--- src/saos_pkg.sv ---
// Constants and types for the stall and over-torque supervisor
// What this block does
// - Hold acceleration while current above ramp-up level
// - Resume acceleration once current falls below
// - Zero stall level disables that check
// - Percent levels scale to rated motor current
// - Constant-speed overcurrent lowers output frequency
// - After recovery ramp back to command
// - Stall frequency drop paced by stall_decel_time
// - Over-voltage holds deceleration while bus high
// - Modes 0,1 detect at speed; 1 stops
// - Modes 2,3 detect always; 3 stops
// - Zero over-torque level disables detection
// - Over threshold starts over-torque time count
// - Past half detect time raise alarm
// - Past full detect time trip and stop
// - Current above rated current trips drive
// - Slip gain 0-1000 maps to 0-10%
// - Over-voltage stall enable bit, default on
package saos_pkg;
    localparam int unsigned CLK_HZ = 20_000_000;
    localparam int unsigned OT_UNIT_MS = 100;
    localparam int unsigned UNIT_CYC_NOM = OT_UNIT_MS * (CLK_HZ / 1000);
    localparam int unsigned FREQ_W = 16;
    localparam int unsigned FREQ_FULL = 40000;
    localparam int unsigned RAMP_BASE_CYC = UNIT_CYC_NOM / FREQ_FULL;
    localparam logic [31:0] PCT_FULL = 32'h0000_0064;
    localparam logic [31:0] SLIP_DIV = 32'h0000_2710;
    localparam logic [1:0] FLT_NONE = 2'h0;
    localparam logic [1:0] FLT_OVERTORQUE = 2'h1;
    localparam logic [1:0] FLT_OVERCUR = 2'h2;

    typedef enum logic [5:0] {
        ST_IDLE = 6'b000001,
        ST_ACCEL = 6'b000010,
        ST_CONST = 6'b000100,
        ST_STALL = 6'b001000,
        ST_DECEL = 6'b010000,
        ST_FAULT = 6'b100000
    } saos_state_t;

    typedef struct packed {
        logic [7:0] rampup_stall_level;
        logic [7:0] constant_speed_stall_level;
        logic [7:0] decel_stall_level;
        logic [1:0] overtorque_detect_mode;
        logic [7:0] overtorque_detect_level;
        logic [7:0] overtorque_detect_time;
        logic [7:0] stall_decel_time;
        logic [15:0] rated_motor_current;
        logic [9:0] slip_compensation_gain;
        logic ov_stall_enable;
    } saos_cfg_t;

    typedef struct packed {
        logic [15:0] output_current;
        logic [15:0] dc_bus_voltage;
        logic [15:0] ov_threshold;
    } saos_meas_t;

    typedef struct packed {
        logic [FREQ_W-1:0] freq;
        logic [FREQ_W-1:0] comp_freq;
        logic drive_en;
        logic stall_active;
        logic ot_alarm;
        logic [1:0] fault;
    } saos_stat_t;

    // Factory settings of the configuration
    localparam saos_cfg_t CFG_DEFAULT = '{
        rampup_stall_level: 8'h96,
        constant_speed_stall_level: 8'h00,
        decel_stall_level: 8'h00,
        overtorque_detect_mode: 2'h0,
        overtorque_detect_level: 8'h00,
        overtorque_detect_time: 8'h0A,
        stall_decel_time: 8'h32,
        rated_motor_current: 16'h0000,
        slip_compensation_gain: 10'h000,
        ov_stall_enable: 1'b1
    };
endpackage

--- src/saos_supervisor.sv ---
// Stall prevention and over-torque supervisor top
`timescale 1ns/1ps
`default_nettype none
module saos_supervisor
    import saos_pkg::*;
#(
    parameter int unsigned UNIT_CYC = UNIT_CYC_NOM
)
(
    // Clock and reset
    input wire logic clk,
    input wire logic rst_n,
    // Settings
    input wire saos_cfg_t cfg,
    // Measurements
    input wire saos_meas_t meas,
    // Drive command
    input wire logic run_cmd,
    input wire logic [FREQ_W-1:0] cmd_freq,
    input wire logic [15:0] accel_time,
    input wire logic [15:0] decel_time,
    input wire logic fault_clear,
    // Status
    output var saos_stat_t status_ff
);
    saos_state_t state_ff;
    saos_state_t nxt_state;
    logic [FREQ_W-1:0] freq_ff;
    logic [FREQ_W-1:0] nxt_freq;
    logic [1:0] fault_ff;
    logic reached_ff;
    logic [FREQ_W-1:0] target;
    logic [FREQ_W-1:0] comp_now;
    logic [31:0] slip_prod;
    logic running;
    logic over_up;
    logic over_cs;
    logic over_dn;
    logic over_ot;
    logic over_rated;
    logic ov_hold;
    logic hold_up;
    logic hold_dn;
    logic ot_en;
    logic ot_alarm;
    logic ot_trip;
    logic stop_trip;
    logic trip;
    logic acc_pulse;
    logic dec_pulse;
    logic stall_pulse;

    // Current above a percent level of rated current; zero level never fires
    function automatic logic exceeds(
        input logic [15:0] cur,
        input logic [7:0] lvl,
        input logic [15:0] rated
    );
        logic [31:0] lhs;
        logic [31:0] rhs;
        lhs = 32'(cur) * PCT_FULL;
        rhs = 32'(lvl) * 32'(rated);
        return (lvl != 8'h00) && (lhs > rhs);
    endfunction

    assign target = run_cmd ? cmd_freq : '0;
    assign running = (state_ff != ST_IDLE) && (state_ff != ST_FAULT);

    assign over_up = exceeds(meas.output_current, cfg.rampup_stall_level,
                             cfg.rated_motor_current);
    assign over_cs = exceeds(meas.output_current, cfg.constant_speed_stall_level,
                             cfg.rated_motor_current);
    assign over_dn = exceeds(meas.output_current, cfg.decel_stall_level,
                             cfg.rated_motor_current);
    assign over_ot = exceeds(meas.output_current, cfg.overtorque_detect_level,
                             cfg.rated_motor_current);
    assign over_rated = meas.output_current > cfg.rated_motor_current;

    assign ov_hold = cfg.ov_stall_enable && (meas.dc_bus_voltage > meas.ov_threshold);
    assign hold_up = over_up;
    assign hold_dn = ov_hold || over_dn;

    // Modes 0/1 wait for target reached, 2/3 watch throughout running
    assign ot_en = running && (cfg.overtorque_detect_level != 8'h00) &&
                   (cfg.overtorque_detect_mode[1] || reached_ff);
    // Odd modes stop once the alarm point is passed
    assign stop_trip = ot_alarm && cfg.overtorque_detect_mode[0];
    assign trip = running && (over_rated || ot_trip || stop_trip);

    saos_rate_div u_acc_div (
        .clk(clk),
        .rst_n(rst_n),
        .run(state_ff == ST_ACCEL),
        .units(accel_time),
        .pulse_ff(acc_pulse)
    );

    saos_rate_div u_dec_div (
        .clk(clk),
        .rst_n(rst_n),
        .run(state_ff == ST_DECEL),
        .units(decel_time),
        .pulse_ff(dec_pulse)
    );

    saos_rate_div u_stall_div (
        .clk(clk),
        .rst_n(rst_n),
        .run(state_ff == ST_STALL),
        .units({8'h00, cfg.stall_decel_time}),
        .pulse_ff(stall_pulse)
    );

    saos_ot_timer #(
        .UNIT_CYC(UNIT_CYC)
    ) u_ot (
        .clk(clk),
        .rst_n(rst_n),
        .detect_en(ot_en),
        .over(over_ot),
        .detect_time(cfg.overtorque_detect_time),
        .alarm_ff(ot_alarm),
        .trip_ff(ot_trip)
    );

    always_comb
    begin
        nxt_state = state_ff;
        nxt_freq = freq_ff;
        case (state_ff)
            ST_IDLE:
            begin
                if (target != '0)
                    nxt_state = ST_ACCEL;
            end
            ST_ACCEL:
            begin
                if (freq_ff > target)
                    nxt_state = ST_DECEL;
                else if (freq_ff == target)
                    nxt_state = (target == '0) ? ST_IDLE : ST_CONST;
                else if (!hold_up && acc_pulse)
                    nxt_freq = freq_ff + 16'h0001;
            end
            ST_CONST:
            begin
                if (freq_ff > target)
                    nxt_state = ST_DECEL;
                else if (freq_ff < target)
                    nxt_state = ST_ACCEL;
                else if (target == '0)
                    nxt_state = ST_IDLE;
                else if (over_cs)
                    nxt_state = ST_STALL;
            end
            ST_STALL:
            begin
                if (!over_cs)
                    nxt_state = ST_ACCEL;
                else if (stall_pulse && freq_ff != '0)
                    nxt_freq = freq_ff - 16'h0001;
            end
            ST_DECEL:
            begin
                if (freq_ff <= target)
                    nxt_state = (freq_ff == '0) ? ST_IDLE : ST_CONST;
                else if (!hold_dn && dec_pulse)
                    nxt_freq = freq_ff - 16'h0001;
            end
            ST_FAULT:
            begin
                nxt_freq = '0;
                if (fault_clear && !run_cmd)
                    nxt_state = ST_IDLE;
            end
            default:
            begin
                nxt_state = ST_IDLE;
                nxt_freq = '0;
            end
        endcase
        if (trip)
        begin
            nxt_state = ST_FAULT;
            nxt_freq = '0;
        end
    end

    always_ff @(posedge clk or negedge rst_n)
    begin
        if (!rst_n)
            state_ff <= ST_IDLE;
        else
            state_ff <= nxt_state;
    end

    always_ff @(posedge clk or negedge rst_n)
    begin
        if (!rst_n)
            freq_ff <= '0;
        else
            freq_ff <= nxt_freq;
    end

    // Target reached once; kept through stall dips until stop
    always_ff @(posedge clk or negedge rst_n)
    begin
        if (!rst_n)
            reached_ff <= 1'b0;
        else if (!running)
            reached_ff <= 1'b0;
        else if (state_ff == ST_CONST)
            reached_ff <= 1'b1;
    end

    always_ff @(posedge clk or negedge rst_n)
    begin
        if (!rst_n)
            fault_ff <= FLT_NONE;
        else if (trip)
            fault_ff <= over_rated ? FLT_OVERCUR : FLT_OVERTORQUE;
        else if (state_ff == ST_FAULT && nxt_state == ST_IDLE)
            fault_ff <= FLT_NONE;
    end

    // Slip correction of gain/10000 of the frequency, a tenth at gain 1000
    assign slip_prod = 32'(freq_ff) * 32'(cfg.slip_compensation_gain);
    assign comp_now = freq_ff + 16'(slip_prod / SLIP_DIV);

    always_ff @(posedge clk or negedge rst_n)
    begin
        if (!rst_n)
            status_ff <= '0;
        else
        begin
            status_ff.freq <= freq_ff;
            status_ff.comp_freq <= comp_now;
            status_ff.drive_en <= running;
            status_ff.stall_active <= (state_ff == ST_STALL) ||
                                      (state_ff == ST_ACCEL && hold_up) ||
                                      (state_ff == ST_DECEL && hold_dn);
            status_ff.ot_alarm <= ot_alarm;
            status_ff.fault <= fault_ff;
        end
    end
endmodule
`default_nettype wire

--- src/saos_rate_div.sv ---
// Ramp step pulse generator: one pulse per units x base cycles
`timescale 1ns/1ps
`default_nettype none
module saos_rate_div
    import saos_pkg::*;
(
    // Clock and reset
    input wire logic clk,
    input wire logic rst_n,
    // Control
    input wire logic run,
    input wire logic [15:0] units,
    // Step enable
    output logic pulse_ff
);
    localparam int unsigned BW = $clog2(RAMP_BASE_CYC + 1);

    logic [BW-1:0] base_ff;
    logic [15:0] unit_ff;
    logic base_end;
    logic [15:0] unit_last;

    assign base_end = (base_ff == BW'(RAMP_BASE_CYC - 1));
    // Zero units still steps at the base rate
    assign unit_last = (units == 16'h0000) ? 16'h0000 : units - 16'h0001;

    always_ff @(posedge clk or negedge rst_n)
    begin
        if (!rst_n)
            base_ff <= '0;
        else if (!run || base_end)
            base_ff <= '0;
        else
            base_ff <= base_ff + BW'(1);
    end

    always_ff @(posedge clk or negedge rst_n)
    begin
        if (!rst_n)
            unit_ff <= 16'h0000;
        else if (!run)
            unit_ff <= 16'h0000;
        else if (base_end)
            unit_ff <= (unit_ff >= unit_last) ? 16'h0000 : unit_ff + 16'h0001;
    end

    always_ff @(posedge clk or negedge rst_n)
    begin
        if (!rst_n)
            pulse_ff <= 1'b0;
        else
            pulse_ff <= run && base_end && (unit_ff >= unit_last);
    end
endmodule
`default_nettype wire

--- src/saos_ot_timer.sv ---
// Over-torque episode timer with alarm and trip
`timescale 1ns/1ps
`default_nettype none
module saos_ot_timer
    import saos_pkg::*;
#(
    parameter int unsigned UNIT_CYC = UNIT_CYC_NOM
)
(
    // Clock and reset
    input wire logic clk,
    input wire logic rst_n,
    // Detection inputs
    input wire logic detect_en,
    input wire logic over,
    input wire logic [7:0] detect_time,
    // Results
    output logic alarm_ff,
    output logic trip_ff
);
    localparam int unsigned SW = $clog2(UNIT_CYC + 1);

    logic [SW-1:0] sub_ff;
    logic [7:0] tenths_ff;
    logic en_over;
    logic sub_end;

    assign en_over = detect_en && over;
    assign sub_end = (sub_ff == SW'(UNIT_CYC - 1));

    always_ff @(posedge clk or negedge rst_n)
    begin
        if (!rst_n)
            sub_ff <= '0;
        else if (!en_over || sub_end)
            sub_ff <= '0;
        else
            sub_ff <= sub_ff + SW'(1);
    end

    always_ff @(posedge clk or negedge rst_n)
    begin
        if (!rst_n)
            tenths_ff <= 8'h00;
        else if (!en_over)
            tenths_ff <= 8'h00;
        else if (sub_end && tenths_ff != 8'hFF)
            tenths_ff <= tenths_ff + 8'h01;
    end

    always_ff @(posedge clk or negedge rst_n)
    begin
        if (!rst_n)
        begin
            alarm_ff <= 1'b0;
            trip_ff <= 1'b0;
        end
        else
        begin
            alarm_ff <= en_over && ({tenths_ff, 1'b0} > {1'b0, detect_time});
            trip_ff <= en_over && (tenths_ff > detect_time);
        end
    end
endmodule
`default_nettype wire

--- config.mk ---
export PLATFORM = sky130hd
export DESIGN_NAME = saos_supervisor
export DESIGN_NICKNAME = d
export VERILOG_FILES = /design/src/saos_pkg.sv /design/src/saos_supervisor.sv /design/src/saos_rate_div.sv /design/src/saos_ot_timer.sv
export SDC_FILE = /design/constraint.sdc
export NUM_CORES = 2
export LEC_CHECK = 0
export BUFFER_PORTS_ARGS = -buffer_cell sky130_fd_sc_hd__buf_2
export CELL_PAD_IN_SITES_DETAIL_PLACEMENT = 2
export CELL_PAD_IN_SITES_GLOBAL_PLACEMENT = 2
export CORE_MARGIN = 2
export CORE_UTILIZATION = 40
export CTS_BUF_LIST = sky130_fd_sc_hd__clkbuf_4 sky130_fd_sc_hd__clkbuf_8 sky130_fd_sc_hd__clkbuf_16
export DETAILED_ROUTE_END_ITERATION = 6
export PLACE_DENSITY = 0.91
export SYNTH_ARGS = -nofsm -noshare
export SYNTH_HDL_FRONTEND = slang
export SYNTH_HIERARCHICAL = 1
export SYNTH_SLANG_ARGS = --single-unit
export TNS_END_PERCENT = 10
--- constraint.sdc ---
create_clock -name clk -period 24.5 [get_ports clk]
set_input_delay 1.225 -clock clk [delete_from_list [all_inputs] [get_ports clk]]
set_output_delay 1.225 -clock clk [all_outputs]
set_load 0.02 [all_outputs]
# After elaboration in Yosys (flattened, before gate mapping)
# Index checks and enable logic that the tools add are counted.
[totals] rom_bits=0 wordCells=191 inputBits=177 ramBits=0 latch_bits=0 out_inout_bits=37 reg_bits=162 mem_count=0
[op_classes] n_bitwise=0 n_lt_le_gt_ge=14 n_eq_ne=28 mul=6 div=1 reduce_logical=58 shift=0 mux=47 n_addsub=14
[ops] operator="$mux W16" count=21
[ops] operator="$gt A23 B24 Y1" count=4
[ops] operator="$mul A8 B16 Y24" count=4
[ops] operator="$mux W6" count=14
[ops] operator="$logic_not A16 Y1" count=5
[ops] operator="$add A16 B1 Y16 const B" count=4
[ops] operator="$pmux W16 S4" count=1
[ops] operator="$ge A16 B16 Y1" count=3
[ops] operator="$gt A16 B16 Y1" count=3
[ops] operator="$sub A16 B1 Y16 const B" count=3
[ops] operator="$pmux W6 S6" count=1
[ops] operator="$div A26 B14 Y32 const B" count=1
[ops] operator="$reduce_bool A16 Y1" count=2
[ops] operator="$reduce_bool A8 Y1" count=4
[ops] operator="$logic_and A1 B1 Y1" count=27
[ops] operator="$mul A16 B10 Y26" count=1
[ops] operator="$eq A6 B6 Y1 const B" count=4
[ops] operator="$add A21 B1 Y21 const B" count=1
[ops] operator="$eq A21 B21 Y1 const B" count=1
[ops] operator="$mul A16 B5 Y21 const B" count=1
[ops] operator="$mux W21" count=1
[ops] operator="$ne A3 B3 Y1 const B" count=7
[ops] operator="$add A6 B1 Y6 const B" count=3
[ops] operator="$add A16 B16 Y16" count=1
[ops] operator="26 further kinds" count=51

# Logic depth before layout (Yosys ltp)
[logic_depth] depth_word=13 ltp_mapped=89 depth_no_buf=78

# Cells and area by module
# The synthesis kept the hierarchy.
[modules_own_cells] mod="saos_supervisor" area_per_inst_um2=33714.8 cells_each=4080 n_inst=1
[modules_own_cells] mod="saos_rate_div" area_per_inst_um2=1899.3 cells_each=222 n_inst=3
[modules_own_cells] mod="saos_ot_timer" area_per_inst_um2=1939.4 cells_each=199 n_inst=1

# Least setup slack after synthesis
# No wires, ideal clock.
[synth_path] path_type="input port to flip-flop" from="in cfg[4] (netlist name)" to="reg status_ff[19] (netlist name)" n_path_buf=8 arrival_time_ps=17826 path_slack_ps=6547 required_ps=24373 path_stages=82 cell_sequence="clkbuf_1 -> nand2_1 -> fa_1 -> inv_1 -> fa_1 -> inv_1 -> fa_1 -> inv_1 -> fa_1 -> inv_1 -> fa_1 -> inv_1 -> ha_1 -> buf_4 -> a21oi_2 -> o211ai_2 -> a211o_1 -> mux2_1 -> (+46 left out) -> nand4_1 -> ha_1 -> inv_1 -> fa_1 -> inv_1 -> a21oi_1 -> o21bai_1 -> a21oi_1 -> o21bai_1 -> a21oi_1 -> o21bai_1 -> a21oi_1 -> o21bai_1 -> a21oi_1 -> o21bai_1 -> a21o_1 -> nand2_1 -> xnor2_1"
[synth_via] elab_chain_len=3
[synth_rtl] element="start: declaration" line="saos_supervisor.sv:14" rtl="input wire saos_cfg_t cfg,"
[synth_rtl] element="$mul A16 B10 Y26" line="saos_supervisor.sv:227" rtl="assign slip_prod = 32'(freq_ff) * 32'(cfg.slip_compensation_gain);"
[synth_rtl] element="$div A26 B14 Y32" line="saos_supervisor.sv:228" rtl="assign comp_now = freq_ff + 16'(slip_prod / SLIP_DIV);"
[synth_rtl] element="$add A16 B16 Y16" line="saos_supervisor.sv:228"
[synth_rtl] element="via comp_now[14]" line="saos_supervisor.sv:33" rtl="logic [FREQ_W-1:0] comp_now;"
[synth_rtl] element="end: declaration" line="saos_supervisor.sv:24" rtl="output var saos_stat_t status_ff"
# The timed path passes the listed nets, and every way through them passes these cells.
# A chain may end at the register's enable or synchronous reset.

# Worst setup path in the final report
# Same ends and word-level chain as after synthesis.

==> results.md <==
* Outcome: complete, no violations
* Vias/cell at 6.30
* GRT Overall Usage at 0.360
* Drt pass-1 iters at 5
* Worst Path Required at 24.93 ns
* Max-Cap Viols at 0
* Pwr Density at 67.9 nW/um^2
* Die Ht at 326 microns
* Min Clock Period, post-route at 23.91 ns
* Critical R2R Capture: status_ff[19]
* Hold Path Sink: status_ff[2]
* Post-CTS repair timing setup buffer count at 0
* Seq/Total Area, Yosys at 0.0981
* CP Max Fanout at 16
* CORE AREA at 102000 sq um
* R2R Setup Slk at 0.67 ns
* Initial core utilization at 0.405
* Later-pin clock latency in the skew report at 0.52 ns
* FP Rows at 117
* Startpoint Class: input port
* Initial antenna violation count at 12
* Drt wl/cell at 30.0 microns
* TritonCTS clock tree: yes
* CTS root buf: clkbuf_16
* Die W at 326 microns
* H-tree depth at 4
* Slowest cell on crit path: fa_1
* Syn. warnings at 6
* IO Pins at 214
* Hold Path Stages at 0
* Drt total wl at 193000 microns
* Antenna-violating nets left at 0
* #FFs+latches synth at 162
* Port Buffer Count at 213
* Crit share post-route at 0.976
* Post-synth EDFFs at 0
* Crit-path most repeated cell: a21oi_1
* Num CTS Buffers at 17
* Setup Skew at 0.0228 ns
* Post-synth ARST share at 1.00
* CTS Buffer Depth at 2
* Dpl hpwl at 140000 microns
* Final nets at 6214
* Drt drc at 0
* # setup viols final at 0
* Initial DRC Count at 2528
* Clock sinks at 162
* Final number of hold-violating endpoints at 0
* P_leak at 22.4 nW
* Cell Area, Synth at 41400 sq um
* Reg2reg start: freq_ff[1]
* Post-CTS Hold Buffers at 0
* Fin worst setup slack at 0.586 ns
* Final Core Density at 0.434
* VDD IR max at 0.0572 mV
* Die ar. at 106000 sq um
* Synth Area per Inst at 8.36 sq um
* HP Start: u_ot/alarm_ff
* Synth Instances at 4945
* Hold crit path type: reg2reg
* Layout area overhead at 7.19%
* CTS clk-pin slew, worst paths at 0.10 ns
* Pre-CTS setup slack at 2.06 ns
* Placer Congestion at 0.860
* Max Freq at 41.8 MHz
* CP peak stage delay at 0.85 ns
* Share of cells above drive strength 1 at 0.0820
* Max Transition Viols Final at 0
* Via count of the routed design at 40543
* Worst Reg-to-Reg Cells at 70
* Largest net degree at the start of global routing at 101
* CP endpoint kind: flop
* Worst slew pin tran at 1.28 ns
* Ys flop type: dfrtp_1
* Grt ovf at 0
* Crit path DAT at 24.34 ns
* Distinct cells, synth at 140
* First-pass GRT wire length at 295000 microns
* Vias in the first global route at 47927
* Setup CP Type: in2reg
* Slew margin rel. at 0.122
## power breakdown
part | internal [mW] | switching [mW]
combinational | 0.974 | 1.44
clock | 0.137 | 0.168
sequential | 0.276 | 0.0117
## worst max path at each step
stage | cells past startpoint | startpoint | end
after global placement | 75 | cfg[4] | status_ff[19]
after CTS | 73 | cfg[4] | status_ff[19]
final | 72 | cfg[4] | status_ff[19]
after global routing | 72 | cfg[4] | status_ff[19]
after floorplan | 82 | cfg[4] | status_ff[19]
after detailed placement | 73 | cfg[4] | status_ff[19]
## stage by stage
step                setup TNS (ns)  power, mW  std cells  area (sq um)  hold slack, ns
floorplan                        0       1.84       4968         41400           0.353
global placement                 0       2.25       6398         43700           0.361
detailed placement               0       2.65       6398         43700           0.388
CTS                              0       2.98       6430         44300           0.419
global route              -0.00811       3.24       6431         44300           0.421
finish                           0       3.01       6435         44300           0.420
## logic make-up (layout without fill, tap and decap cells)
family,count (synthesis),after routing,share of synthesized area
muxes,27,27,0.00681
AOI/OAI and AO/OA,953,953,0.165
adders and majority gates,993,993,0.384
and+or+nand+nor,1641,1641,0.202
other,1,29,0.0000907
DFF,162,162,0.0981
xor gates and xnor gates,274,274,0.0593
buffers and inverters,894,988,0.0844
## repair_timing
action,4_1_cts,5_1_grt
setup endpoints to repair,0,7
hold endpoints to repair,0,0
gates resized for setup,0,11
## layout make-up
cell class / instances / area, sq um
Tap cell: 1368 / 1710
Clock inverter: 15 / 161
Inverter: 707 / 2660
Antenna cell: 5 / 12.5
Sequential cell: 162 / 4060
Fill cell: 11410 / 57900
Timing Repair Buffer: 249 / 1340
Multi-Input combinational cell: 3912 / 34000
Clock buffer: 17 / 425
## worst max-delay path, delay by kind of cell
family	cells	cell delay, ns
XOR/XNOR	2	0.46
buffers and inverters	6	0.93
multiplexers	1	0.44
adder cells (fa/ha/maj)	9	4.74
AND/OR/NAND/NOR	12	3.22
AO/OA/AOI/OAI	42	13.23
## registers in the layout, indices dropped and copies added (netlist names), 2 cells and up
name and count:
u_dec_div/unit_ff 16, fault_ff 2, u_ot/sub_ff 21, state_ff 6, u_acc_div/base_ff 6, u_stall_div/base_ff 6
u_dec_div/base_ff 6, status_ff 37, u_ot/tenths_ff 8, u_acc_div/unit_ff 16, u_stall_div/unit_ff 16, freq_ff 16
## placed cells by master (no fill, tap or decap), types with 36 or more instances in the layout
cell type	n
a21o_1	77
a21oi_1	255
and2_1	323
and3_1	47
buf_2	212
buf_4	36
dfrtp_1	161
fa_1	459
ha_1	529
inv_1	702
nand2_1	612
nand3_1	88
nand4_1	63
nor2_1	184
nor2b_1	38
nor3_1	68
nor4_1	45
o21a_1	41
o21ai_0	113
o21bai_1	100
xnor2_1	173
xor2_1	92
## metal layers
layer / routed length (microns) / vias up / track usage
met3: 10900 / 1082 / 0.0676
met4: 18800 / 10 / 0.301
li1: - / 16771 / -
met5: 70 / - / 0
met1: 65800 / 20644 / 0.360
met2: 97300 / 2036 / 0.647
## Yosys cell counts, drive strengths merged (25+ instances only)
| cell type | n | area, sq um |
|---|---|---|
| nand2b | 29 | 184 |
| or3 | 27 | 214 |
| o21a | 43 | 332 |
| a21oi | 264 | 1400 |
| nand3 | 89 | 450 |
| o211ai | 32 | 260 |
| nor2 | 185 | 694 |
| o311ai | 27 | 272 |
| clkbuf | 150 | 564 |
| and2 | 330 | 2070 |
| a211oi | 34 | 280 |
| dfrtp | 161 | 4030 |
| o21ai | 139 | 722 |
| o31ai | 25 | 193 |
| and3 | 49 | 313 |
| nand2 | 617 | 2330 |
| a31oi | 26 | 203 |
| nor4 | 49 | 340 |
| fa | 459 | 9190 |
| nor3 | 72 | 380 |
| xor2 | 95 | 855 |
| inv | 706 | 2650 |
| a21o | 77 | 578 |
| ha | 529 | 6620 |
| nor2b | 38 | 238 |
| buf | 37 | 269 |
| nand4 | 65 | 428 |
| xnor2 | 179 | 1600 |
| o21bai | 100 | 751 |
No activity file was read; power rests on OpenSTA's default activity.
